[src/pfls_pkg.sv]
// Package: constants and types for the pixel format and serializer block
package pfls_pkg;

  // ----------------------------------------------------------------
  // Conversion modes
  // ----------------------------------------------------------------
  typedef enum logic [2:0] {
    PFLS_PASS     = 3'b000,
    PFLS_BT601    = 3'b001,
    PFLS_SRGB_YCC = 3'b010,
    PFLS_SRGB_YUV = 3'b011,
    PFLS_RGB565   = 3'b100,
    PFLS_RAW10    = 3'b101,
    PFLS_BT656    = 3'b110
  } pfls_mode_e;

  typedef enum logic [1:0] {
    PFLS_IDLE = 2'b00,
    PFLS_SEND = 2'b01
  } pfls_ser_e;

  // ----------------------------------------------------------------
  // Fixed point coefficients, scaled by 2^10
  // ----------------------------------------------------------------
  localparam int PFLS_FRAC = 10;
  localparam logic signed [17:0] PFLS_K601_R  = 18'sd306;   // 0.299
  localparam logic signed [17:0] PFLS_K601_G  = 18'sd601;   // 0.587
  localparam logic signed [17:0] PFLS_K601_B  = 18'sd117;   // 0.114
  localparam logic signed [17:0] PFLS_K601_U  = 18'sd578;   // 0.564
  localparam logic signed [17:0] PFLS_K601_V  = 18'sd730;   // 0.713
  localparam logic signed [17:0] PFLS_KSRG_R  = 18'sd218;   // 0.2126
  localparam logic signed [17:0] PFLS_KSRG_G  = 18'sd732;   // 0.7152
  localparam logic signed [17:0] PFLS_KSRG_B  = 18'sd74;    // 0.0722
  localparam logic signed [17:0] PFLS_KSRG_U  = 18'sd552;   // 0.5389
  localparam logic signed [17:0] PFLS_KSRG_V  = 18'sd650;   // 0.635
  localparam logic signed [17:0] PFLS_KY_SCL  = 18'sd876;   // 219/256
  localparam logic signed [17:0] PFLS_KC_SCL  = 18'sd896;   // 224/256
  localparam logic signed [17:0] PFLS_KI_RV   = 18'sd1613;  // 1.5748
  localparam logic signed [17:0] PFLS_KI_GU   = 18'sd192;   // 0.1873
  localparam logic signed [17:0] PFLS_KI_GV   = 18'sd479;   // 0.4681
  localparam logic signed [17:0] PFLS_KI_BU   = 18'sd1900;  // 1.8556
  localparam logic signed [17:0] PFLS_OFS_C   = 18'sd128;
  localparam logic signed [17:0] PFLS_OFS_Y   = 18'sd16;

  // ----------------------------------------------------------------
  // Packet layout and serial timing
  // ----------------------------------------------------------------
  localparam int PFLS_PKT_W     = 12;
  localparam int PFLS_POS_START = 0;
  localparam int PFLS_POS_DATA  = 1;
  localparam int PFLS_POS_ROW   = 9;
  localparam int PFLS_POS_FRAME = 10;
  localparam int PFLS_POS_STOP  = 11;
  localparam logic PFLS_START_BIT = 1'b1;
  localparam logic PFLS_STOP_BIT  = 1'b0;
  localparam int PFLS_BIT_RATIO = 12;
  localparam int PFLS_PIX_MHZ   = 22;
  localparam int PFLS_SER_MHZ   = PFLS_PIX_MHZ * PFLS_BIT_RATIO;
  localparam logic [3:0] PFLS_LAST_BIT = 4'hb;

  // ----------------------------------------------------------------
  // Buffer shape and reset values
  // ----------------------------------------------------------------
  localparam int PFLS_FIFO_W = 10;
  localparam int PFLS_FIFO_D = 16;
  localparam logic [11:0] PFLS_PKT_RST = 12'h000;

endpackage

[src/pfls_fifo.sv]
// Module: parameterised synchronous FIFO with valid and ready on both sides
`timescale 1ns/10ps
module pfls_fifo
  import pfls_pkg::*;
#(
  parameter int WIDTH = 10,
  parameter int DEPTH = 16
) (
  input  wire logic             clk,
  input  wire logic             srst,
  input  wire logic             ce,
  input  wire logic [WIDTH-1:0] in_data,
  input  wire logic             in_valid,
  output logic                  in_ready,
  output logic      [WIDTH-1:0] out_data,
  output logic                  out_valid,
  input  wire logic             out_ready
);
  localparam int AW = $clog2(DEPTH);

  logic [WIDTH-1:0] mem [DEPTH];
  logic [AW-1:0]    wr_ptr;
  logic [AW-1:0]    rd_ptr;
  logic [AW:0]      count;

  wire do_wr = in_valid && in_ready;
  wire do_rd = out_valid && out_ready;

  assign in_ready  = (count != DEPTH[AW:0]);
  assign out_valid = (count != '0);
  assign out_data  = mem[rd_ptr];

  always_ff @(posedge clk) begin
    if (ce && do_wr) begin
      mem[wr_ptr] <= in_data;
    end
  end

  always_ff @(posedge clk) begin
    if (srst) begin
      wr_ptr <= '0;
      rd_ptr <= '0;
      count  <= '0;
    end else if (ce) begin
      if (do_wr) wr_ptr <= wr_ptr + 1'b1;
      if (do_rd) rd_ptr <= rd_ptr + 1'b1;
      count <= count + (AW+1)'(do_wr) - (AW+1)'(do_rd);
    end
  end
endmodule

[src/pfls_serializer.sv]
// Module: pixel format conversion, byte ordering and 12-bit packet serializer
`timescale 1ns/10ps
module pfls_serializer
  import pfls_pkg::*;
(
  input  wire logic       clk,
  input  wire logic       srst,
  input  wire logic       ce,
  input  wire logic [2:0] mode_select,
  input  wire logic       chroma_offset_off,
  input  wire logic       chroma_swap,
  input  wire logic       luma_chroma_swap,
  input  wire logic       progressive_output_select,
  input  wire logic [7:0] in_y0,
  input  wire logic [7:0] in_y1,
  input  wire logic [7:0] in_u,
  input  wire logic [7:0] in_v,
  input  wire logic [9:0] in_raw,
  input  wire logic       in_row_active,
  input  wire logic       in_frame_active,
  input  wire logic       in_valid,
  output logic            in_ready,
  output logic            serial_out,
  output logic            serial_active,
  output logic            mode_error
);

  // ----------------------------------------------------------------
  // Colour arithmetic
  // ----------------------------------------------------------------
  function automatic logic [7:0] clip8(input logic signed [35:0] v);
    logic signed [35:0] s;
    s = v >>> PFLS_FRAC;
    if (s < 0) clip8 = 8'h00;
    else if (s > 36'sd255) clip8 = 8'hff;
    else clip8 = s[7:0];
  endfunction

  function automatic logic signed [35:0] sx(input logic [7:0] v);
    sx = 36'($signed({1'b0, v}));
  endfunction

  wire pfls_mode_e mode = pfls_mode_e'(mode_select);
  // Legal when the mode code is defined; BT656 also needs the progressive select
  wire mode_bad = (mode_select == 3'b111) ||
                  (mode == PFLS_BT656 && !progressive_output_select);

  // Source RGB is rebuilt from the incoming YUV
  wire signed [35:0] du = sx(in_u) - 36'(PFLS_OFS_C);
  wire signed [35:0] dv = sx(in_v) - 36'(PFLS_OFS_C);
  wire signed [35:0] y0s = sx(in_y0) <<< PFLS_FRAC;
  wire [7:0] rgb_r = clip8(y0s + 36'(PFLS_KI_RV) * dv);
  wire [7:0] rgb_g = clip8(y0s - 36'(PFLS_KI_GU) * du - 36'(PFLS_KI_GV) * dv);
  wire [7:0] rgb_b = clip8(y0s + 36'(PFLS_KI_BU) * du);

  wire is_srgb = (mode == PFLS_SRGB_YCC) || (mode == PFLS_SRGB_YUV);
  wire signed [35:0] kr = is_srgb ? 36'(PFLS_KSRG_R) : 36'(PFLS_K601_R);
  wire signed [35:0] kg = is_srgb ? 36'(PFLS_KSRG_G) : 36'(PFLS_K601_G);
  wire signed [35:0] kb = is_srgb ? 36'(PFLS_KSRG_B) : 36'(PFLS_K601_B);
  wire signed [35:0] ku = is_srgb ? 36'(PFLS_KSRG_U) : 36'(PFLS_K601_U);
  wire signed [35:0] kv = is_srgb ? 36'(PFLS_KSRG_V) : 36'(PFLS_K601_V);

  // Luma and colour differences in Q10
  wire signed [35:0] luma = kr * sx(rgb_r) + kg * sx(rgb_g) + kb * sx(rgb_b);
  wire signed [35:0] db   = (sx(rgb_b) <<< PFLS_FRAC) - luma;
  wire signed [35:0] dr   = (sx(rgb_r) <<< PFLS_FRAC) - luma;
  wire signed [35:0] cb_f = (ku * db) >>> PFLS_FRAC;
  wire signed [35:0] cr_f = (kv * dr) >>> PFLS_FRAC;

  // Video range scaling for sRGB YCbCr
  wire signed [35:0] y_ycc  = ((luma * 36'(PFLS_KY_SCL)) >>> PFLS_FRAC)
                              + (36'(PFLS_OFS_Y) <<< PFLS_FRAC);
  wire signed [35:0] cb_ycc = (cb_f * 36'(PFLS_KC_SCL)) >>> PFLS_FRAC;
  wire signed [35:0] cr_ycc = (cr_f * 36'(PFLS_KC_SCL)) >>> PFLS_FRAC;

  // Offset drop applies only to the full-range modes
  wire               ofs_on = (mode == PFLS_SRGB_YCC) || !chroma_offset_off;
  wire signed [35:0] c_ofs  = ofs_on ? (36'(PFLS_OFS_C) <<< PFLS_FRAC) : 36'sd0;

  wire               ycc   = (mode == PFLS_SRGB_YCC);
  wire [7:0]         cv_y  = clip8(ycc ? y_ycc : luma);
  wire [7:0]         cv_cb = clip8((ycc ? cb_ycc : cb_f) + c_ofs);
  wire [7:0]         cv_cr = clip8((ycc ? cr_ycc : cr_f) + c_ofs);

  wire conv = (mode == PFLS_BT601) || is_srgb;
  // Second luma follows the first in converted modes; a per-pixel pipe would cost a second datapath
  wire [7:0] o_y0 = conv ? cv_y  : in_y0;
  wire [7:0] o_y1 = conv ? cv_y  : in_y1;
  wire [7:0] o_cb = conv ? cv_cb : in_u;
  wire [7:0] o_cr = conv ? cv_cr : in_v;

  // ----------------------------------------------------------------
  // Byte ordering
  // ----------------------------------------------------------------
  wire [7:0] c_a = chroma_swap ? o_cr : o_cb;
  wire [7:0] c_b = chroma_swap ? o_cb : o_cr;
  wire [31:0] yc_word = luma_chroma_swap ? {o_y0, c_a, o_y1, c_b}
                                         : {c_a, o_y0, c_b, o_y1};

  wire [7:0]  red   = chroma_swap ? rgb_b : rgb_r;
  wire [7:0]  blue  = chroma_swap ? rgb_r : rgb_b;
  wire [7:0]  rgb_o = {red[7:3], rgb_g[7:5]};
  wire [7:0]  rgb_e = {rgb_g[4:2], blue[7:3]};
  wire [15:0] rgb_word = luma_chroma_swap ? {rgb_e, rgb_o} : {rgb_o, rgb_e};

  wire [15:0] raw_word = {in_raw[9:2], 6'h00, in_raw[1:0]};

  wire [2:0] nbytes = (mode == PFLS_RGB565 || mode == PFLS_RAW10) ? 3'h2 : 3'h4;
  wire [31:0] word = (mode == PFLS_RGB565) ? {rgb_word, 16'h0000} :
                     (mode == PFLS_RAW10)  ? {raw_word, 16'h0000} : yc_word;

  // ----------------------------------------------------------------
  // Byte splitter into FIFO
  // ----------------------------------------------------------------
  logic [31:0] hold_word;
  logic [2:0]  hold_left;
  logic [1:0]  hold_flags;
  logic        f_in_ready;
  logic [9:0]  f_out_data;
  logic        f_out_valid;
  logic        f_out_ready;

  wire        hold_busy = (hold_left != 3'h0);
  wire        take      = in_valid && !hold_busy && !mode_bad;
  // Ready returns while a request waits, so a held in_valid cannot lock the port
  wire        accept    = take && in_ready;
  wire        push      = hold_busy && f_in_ready;
  wire [9:0]  push_data = {hold_flags, hold_word[31:24]};

  always_ff @(posedge clk) begin
    if (srst) begin
      hold_word  <= 32'h00000000;
      hold_left  <= 3'h0;
      hold_flags <= 2'h0;
      in_ready   <= 1'b0;
      mode_error <= 1'b0;
    end else if (ce) begin
      in_ready   <= !hold_busy && !accept && !mode_bad;
      mode_error <= mode_bad;
      if (accept) begin
        hold_word  <= word;
        hold_left  <= nbytes;
        hold_flags <= {in_frame_active, in_row_active};
      end else if (push) begin
        hold_word <= {hold_word[23:0], 8'h00};
        hold_left <= hold_left - 3'h1;
      end
    end
  end

  pfls_fifo #(
    .WIDTH(PFLS_FIFO_W),
    .DEPTH(PFLS_FIFO_D)
  ) pfls_fifo_inst (
    .clk       (clk),
    .srst      (srst),
    .ce        (ce),
    .in_data   (push_data),
    .in_valid  (hold_busy),
    .in_ready  (f_in_ready),
    .out_data  (f_out_data),
    .out_valid (f_out_valid),
    .out_ready (f_out_ready)
  );

  // ----------------------------------------------------------------
  // Serializer; clk stands for the bit clock, twelve per pixel period
  // ----------------------------------------------------------------
  pfls_ser_e   ser_state;
  logic [11:0] shreg;
  logic [3:0]  bit_cnt;

  wire last_bit = (bit_cnt == PFLS_LAST_BIT);
  wire [11:0] next_packet = {PFLS_STOP_BIT, f_out_data[9], f_out_data[8],
                             f_out_data[7:0], PFLS_START_BIT};
  assign f_out_ready = ce && ((ser_state == PFLS_IDLE) || last_bit);

  always_ff @(posedge clk) begin
    if (srst) begin
      ser_state     <= PFLS_IDLE;
      shreg         <= PFLS_PKT_RST;
      bit_cnt       <= 4'h0;
      serial_out    <= PFLS_STOP_BIT;
      serial_active <= 1'b0;
    end else if (ce) begin
      unique case (ser_state)
        PFLS_IDLE: begin
          serial_out <= PFLS_STOP_BIT;
          if (f_out_valid) begin
            ser_state     <= PFLS_SEND;
            shreg         <= next_packet;
            bit_cnt       <= 4'h0;
            serial_active <= 1'b1;
          end
        end
        PFLS_SEND: begin
          serial_out <= shreg[bit_cnt];
          bit_cnt    <= bit_cnt + 4'h1;
          if (last_bit) begin
            bit_cnt <= 4'h0;
            if (f_out_valid) begin
              shreg <= next_packet;
            end else begin
              ser_state     <= PFLS_IDLE;
              serial_active <= 1'b0;
            end
          end
        end
      endcase
    end
  end
endmodule

[config.mk]
export PLATFORM = sky130hd
export DESIGN_NAME = pfls_serializer
export DESIGN_NICKNAME = d
export VERILOG_FILES = /design/src/pfls_pkg.sv /design/src/pfls_fifo.sv /design/src/pfls_serializer.sv
export SDC_FILE = /design/constraint.sdc
export NUM_CORES = 2
export LEC_CHECK = 0
export BUFFER_PORTS_ARGS = -buffer_cell sky130_fd_sc_hd__buf_2
export CAP_MARGIN = 20
export CORE_MARGIN = 8
export CORE_UTILIZATION = 46
export DETAILED_ROUTE_END_ITERATION = 8
export SYNTH_ARGS = -nofsm -noshare
export SYNTH_HDL_FRONTEND = slang
export SYNTH_SLANG_ARGS = --single-unit
[constraint.sdc]
create_clock -name clk -period 39.8 [get_ports clk]
set_input_delay 3.98 -clock clk [delete_from_list [all_inputs] [get_ports clk]]
set_output_delay 3.98 -clock clk [all_outputs]
set_load 0.01 [all_outputs]
### After elaboration in Yosys (flattened, before gate mapping)

Memory sizes are Yosys's and may differ from the RTL's. A register that Yosys moved wholly into a read port is not among the register bits.
Index checks and enable logic that the tools add are counted.

| word-level totals | value |
|---|---|
| bits in registers | 72 |
| memory bits (writable) | 160 |
| input port bits | 55 |
| output and inout bits | 4 |
| logic and storage cells | 162 |
| memories kept | 1 |

Memories:

| name | depth | width | rd ports | clocked after memory_dff | write ports | line | text |
|---|---|---|---|---|---|---|---|
| pfls_fifo_inst.mem | 16 | 10 | 1 | 1 | 1 | pfls_fifo.sv:21 | `logic [WIDTH-1:0] mem [DEPTH];` |

| cells by class | value |
|---|---|
| add/sub/neg operators | 19 |
| $mul | 12 |
| order comparisons | 13 |
| equality and inequality tests | 13 |
| muxes and demuxes | 59 |
| reduce and logical (&&, ||, !) cells | 32 |

Operator list:

| operator | number |
|---|---|
| $mux 8 | 21 |
| $mux 32 | 5 |
| $add 36x19->36 | 2 |
| $mux 36 | 2 |
| $mul 11x21->32 | 2 |
| $gt 26x9->1 const B | 2 |
| $lt 26x1->1 const B | 2 |
| $mul 22x4->26 const B | 2 |
| $add 19x21->22 | 2 |
| $sub 18x20->21 | 2 |
| $mul 10x9->19 const A | 2 |
| $mul 20x8->28 const B | 1 |
| $gt 12x9->1 const B | 2 |
| $lt 12x1->1 const B | 2 |
| $mux 12 | 2 |
| $pmux 12 s2 | 1 |
| $lt 11x1->1 const B | 2 |
| $add 20x15->21 const B | 1 |
| $mul 12x9->21 const A | 1 |
| $mux 21 | 1 |
| $sub 20x19->21 | 1 |
| $add 19x15->20 | 1 |
| $sub 19x18->20 | 1 |
| $add 17x18->19 | 1 |
| other kinds (42) | 87 |

### Depth between registers and ports, before layout

| logic depth | value |
|---|---|
| depth after elaboration | 24 |
| mapped depth | 105 |
| depth with buffers taken out | 104 |

### Cells and area by module

A second synthesis with hierarchy kept.

| second synthesis, totals | value |
|---|---|
| cell total of the unflattened synthesis | 4,281 |
| area total of the unflattened synthesis | 40,547.6 um^2 |

Modules (own cells, without submodules):

| module | instances | cells an instance | area an instance (um^2) | sequential area each (um^2) |
|---|---|---|---|---|
| pfls_serializer | 1 | 3,925 | 33,484.6 | 1,121.1 |
| pfls_fifo | 1 | 356 | 7,063.0 | 5,144.9 |

### Worst setup path before layout

OpenSTA, ideal clock, no wires.

| timing | value |
|---|---|
| path type | input -> register |
| start point | in in_u[0] |
| end point | reg hold_word[2] |
| setup time | 0.134 ns |
| data arrival time | 25.882 ns |
| data required time | 39.666 ns |
| setup slack | 13.784 ns |
| cell stages on the path | 92 |
| path buffers | 1 |
| path through | fa_1 -> inv_1 -> fa_1 -> inv_1 -> fa_1 -> fa_1 -> inv_1 -> fa_1 -> inv_1 -> ha_1 -> nand2_1 -> or3_1 -> a31oi_1 -> a21oi_1 -> nor2b_1 -> nor2_1 -> xnor2_1 -> ha_1 -> [56 not listed] -> a31oi_1 -> xnor2_1 -> a211oi_1 -> ha_1 -> o21a_1 -> nand3_1 -> ha_1 -> nor2b_1 -> nand4_1 -> nor4b_1 -> nand2_1 -> mux2i_1 -> nand4b_1 -> o31ai_4 -> buf_6 -> a31oi_4 -> o31ai_2 -> o22ai_1 |

| between the ends | value |
|---|---|
| longest elaborated chain between the ends | 24 |
| elaborated cells between the ends (all ways) | 51 |
| classes of those cells | 11 x add/sub; 9 x mul; 10 x order compare; 21 x mux |

RTL lines:

| element | line | text |
|---|---|---|
| from (decl) | pfls_serializer.sv:16 | `input wire logic [7:0] in_u,` |
| $sub 8x8->9 (*) | pfls_serializer.sv:49 | `wire signed [35:0] du = sx(in_u) - 36'(PFLS_OFS_C);` |
| $mul 3x9->12 | pfls_serializer.sv:53 | `wire [7:0] rgb_g = clip8(y0s - 36'(PFLS_KI_GU) * du - 36'(PFLS_KI_GV) * dv);` |
| $sub 19x18->20 | pfls_serializer.sv:53 |  |
| $sub 20x19->21 | pfls_serializer.sv:53 |  |
| $gt 11x9->1 | pfls_serializer.sv:35 | `else if (s > 36'sd255) clip8 = 8'hff;` |
| $mux 8 | pfls_serializer.sv:35 |  |
| $mux 8 | pfls_serializer.sv:34 | `if (s < 0) clip8 = 8'h00;` |
| $mul 10x8->18 | pfls_serializer.sv:64 | `wire signed [35:0] luma = kr * sx(rgb_r) + kg * sx(rgb_g) + kb * sx(rgb_b);` |
| [8 not listed] | - |  |
| $mux 8 | pfls_serializer.sv:35 |  |
| $mux 8 | pfls_serializer.sv:34 |  |
| $mux 8, on equally long branches | pfls_serializer.sv:90, pfls_serializer.sv:89 |  |
| $mux 8 | pfls_serializer.sv:96 | `wire [7:0] c_b = chroma_swap ? o_cb : o_cr;` |
| $mux 32 (*) | pfls_serializer.sv:97 | `wire [31:0] yc_word = luma_chroma_swap ? {o_y0, c_a, o_y1, c_b}` |
| $mux 32 (*) | pfls_serializer.sv:110 | `(mode == PFLS_RAW10) ? {raw_word, 16'h0000} : yc_word;` |
| $mux 32 (*) | pfls_serializer.sv:109 | `wire [31:0] word = (mode == PFLS_RGB565) ? {rgb_word, 16'h0000} :` |
| $mux 32 (*) | pfls_serializer.sv:140 | `if (accept) begin` |
| to (signal assigned) | pfls_serializer.sv:141 | `hold_word <= word;` |
| to (signal assigned) | pfls_serializer.sv:145 | `hold_word <= {hold_word[23:0], 8'h00};` |
| to (decl) | pfls_serializer.sv:115 | `logic [31:0] hold_word;` |

Mark *: on every way between the ends. The rest lies on a longest branch, timed or not.
A chain may end at the register's enable or synchronous reset.

### Final worst setup path

| timing | value |
|---|---|
| start point | in in_u[0] |
| end point | reg hold_word[9] |

The elaborated chain is that of the path after synthesis.

==> impl_metrics.py <==
metrics = {
    "outcome": {
        "status": "completed",
    },
    "placed_design": {
        "gp_routability_congestion": 0.959,
        "dp_cells": 5552,
        "io_buffers": 58,
        "hpwl_um": 88300,
    },
    "detailed_routing": {
        "drc_errors": 0,
        "wl_per_cell_um": 18.6,
        "routed-via-count": 30600,
        "routed_wl_um": 104000,
        "drtPass1Iterations": 6,
        "routed_via_density": 5.46,
        "drt-initial-drc-count": 2132,
        "final_antenna_net_count": 0,
    },
    "critical_path": {
        "critPathMaxFanout": 12,
        "crit_top_cell": "fa_1",
        "crit_family": "adder cells",
        "path_class": "input port to flop",
        "endpoint_kind": "flop",
        "cp-start-kind": "input port",
        "slowest_stage": "a21boi_0",
        "critPathBufInv": 12,
        "worstPathRequired_ps": 40190,
        "critPathArrivalTime_ps": 30330,
        "cpPeakStageDelay_ps": 780,
    },
    "sta": {
        "final-setup-viol-count": 0,
        "worst_pin_slew_ps": 1220,
        "rsz0062_at_grt": "false",
        "final_hold_viol_count": 0,
        "period_share": 0.752,
        "fin_crit_ps": 29940,
        "fin_tns_setup_ps": 0,
        "finClkSkew_ps": 16.2,
        "clock.fmax_mhz": 33.4,
        "slew_viol_final": 0,
        "maxSlewHeadroom": 0.181,
    },
    "cells_and_area": {
        "multi_input_area_mm2": 0.0306,
        "nets": 5629,
        "drive_gt1_frac": 0.0613,
        "syn_to_final_growth_pct": 6.24,
        "n_fill_cell": 8387,
        "post-route-util": 0.492,
        "seqCellArea_mm2": 0.00627,
        "stdcell_count": 5606,
    },
    "grt": {
        "grt_pass1_vias": 30700,
        "antenna_found_initial": 2,
        "track_usage": 0.211,
        "grt_start_max_net_pins": 71,
        "grt_pass1_wl_um": 169000,
        "overflow": 0,
    },
    "yosys": {
        "ys_types": 117,
        "synth_commonest_cells": "inv_1 (962), ha_1 (677), fa_1 (478)",
        "synth_top_area_cell": "fa_1",
        "synth_warnings": 0,
        "synth_top_flop_cell": "edfxtp_1",
        "synthCells": 4371,
        "synth_seq_cells": 233,
        "synth_area_leaders": "fa_1 (23%), ha_1 (21%), edfxtp_1 (12%)",
        "ys_seq_area_frac": 0.153,
        "syn_area_mm2": 0.0408,
        "synth_edf_count": 160,
        "yosysMostFrequentCell": "inv_1",
        "syn_avg_cell_area_um2": 9.34,
        "yosys.area.top_type_share": 0.234,
        "synth-async-reset-ratio": 0,
    },
    "clock_tree": {
        "tritoncts": "built",
        "post_cts_resized": 0,
        "numCtsBuffers": 25,
        "clockBufferDepth": 3,
        "clk_pin_slew_worst_paths_ps": 60,
        "cts_sinks": 233,
        "cts_max_level": 1,
        "insertion_delay_ps": 530,
        "clk_root_buffer_cell": "clkbuf_16",
        "holdBufCountCts": 0,
        "postCtsSetupBuffers": 0,
    },
    "die": {
        "die_h_um": 314,
        "io_pins": 59,
        "dieArea_mm2": 0.0985,
        "initial_utilization": 0.463,
        "die_w_um": 314,
        "num_rows": 109,
        "core_mm2": 0.0881,
    },
    "job": {
        "cap_violations": 0,
    },
    "min_path": {
        "hp-class": "flop to flop",
    },
}
[cell families (layout without fill, tap and decap cells)]
group	after synthesis	count (layout)	share of synthesized area
xor gates and xnor gates	152	152	0.0328
other	2	33	0.000184
AOI/OAI and AO/OA	770	770	0.130
and+or+nand+nor	909	909	0.106
buffers and inverters	1067	1106	0.0989
adders and majority gates	1159	1159	0.443
DFF	233	233	0.153
muxes	79	79	0.0355
[through the flow]
stage / setup slack [ps] / hold slack [ps] / instance area [um^2]
final: 9860 / 456 / 43400
after global routing: 8060 / 473 / 43400
after detailed placement: 9350 / 448 / 42500
after global placement: 9460 / 444 / 42500
after CTS: 9810 / 457 / 43300
after floorplan: 13780 / 433 / 40900
[routing by layer]
layer  share of wire  vias up  wire length [um]  track usage
met4           0.021        0              2170       0.0379
met3           0.054      112              5640       0.0235
met5               0        -                 0            0
met2            0.46      758             47700        0.343
met1            0.47    15000             48900        0.307
li1                -    14700                 -            -
[placed cells by master (no fill, tap or decap), types with 40 or more instances in the layout]
cell | netlist | layout
inv_1 | 962 | 962
ha_1 | 677 | 677
fa_1 | 478 | 478
nor2_1 | 300 | 298
nand2_1 | 227 | 227
a21oi_1 | 183 | 183
edfxtp_1 | 160 | 160
o21ai_0 | 149 | 148
xnor2_1 | 90 | 90
dfxtp_1 | 73 | 71
nand3_1 | 70 | 70
xor2_1 | 61 | 61
nor3_1 | 60 | 60
buf_2 | 6 | 58
a21o_1 | 52 | 52
mux4_2 | 52 | 52
and2_1 | 48 | 48
o21a_1 | 46 | 46
a211oi_1 | 40 | 40
[final cells by class]
type                            instances  area share
Sequential cell                       233       0.145
Tap cell                             1165      0.0336
Multi-Input combinational cell       3099       0.707
Timing Repair Buffer                   92      0.0130
Clock inverter                         12     0.00237
Inverter                              968      0.0838
Antenna cell                            3    0.000173
Clock buffer                           34      0.0159
[state kept, by name (all words and copies together) (netlist names), named ones only]
register	cells
in_ready	1
pfls_fifo_inst.mem	160
pfls_fifo_inst.rd_ptr	4
serial_out	1
mode_error	1
pfls_fifo_inst.wr_ptr	4
pfls_fifo_inst.count	5
hold_left	3
hold_flags	2
hold_word	32
bit_cnt	4
shreg	11
serial_active	1
[worst register-to-register path: cells and delay by family (launching register included)]
kind	cells	cell delay [ps]
AND/OR/NAND/NOR	6	2690
flip-flops	1	320
AO/OA/AOI/OAI	3	560
adder cells (fa/ha/maj)	1	130
buffers and inverters	1	80
[path summary, 6_finish.rpt]
kind | depth (start not counted) | slack, ps | end | startpoint
max | 89 | 9860 | hold_word[9] | in_u[0]
min | 2 | 460 | shreg[4] | shreg[4]
max reg2reg | 11 | 35940 | hold_word[22] | hold_left[0]
min reg2reg | 2 | 460 | shreg[4] | shreg[4]
Power is not shown: default switching activity piles up to over one toggle a cycle in this logic, so the estimate is an artifact.
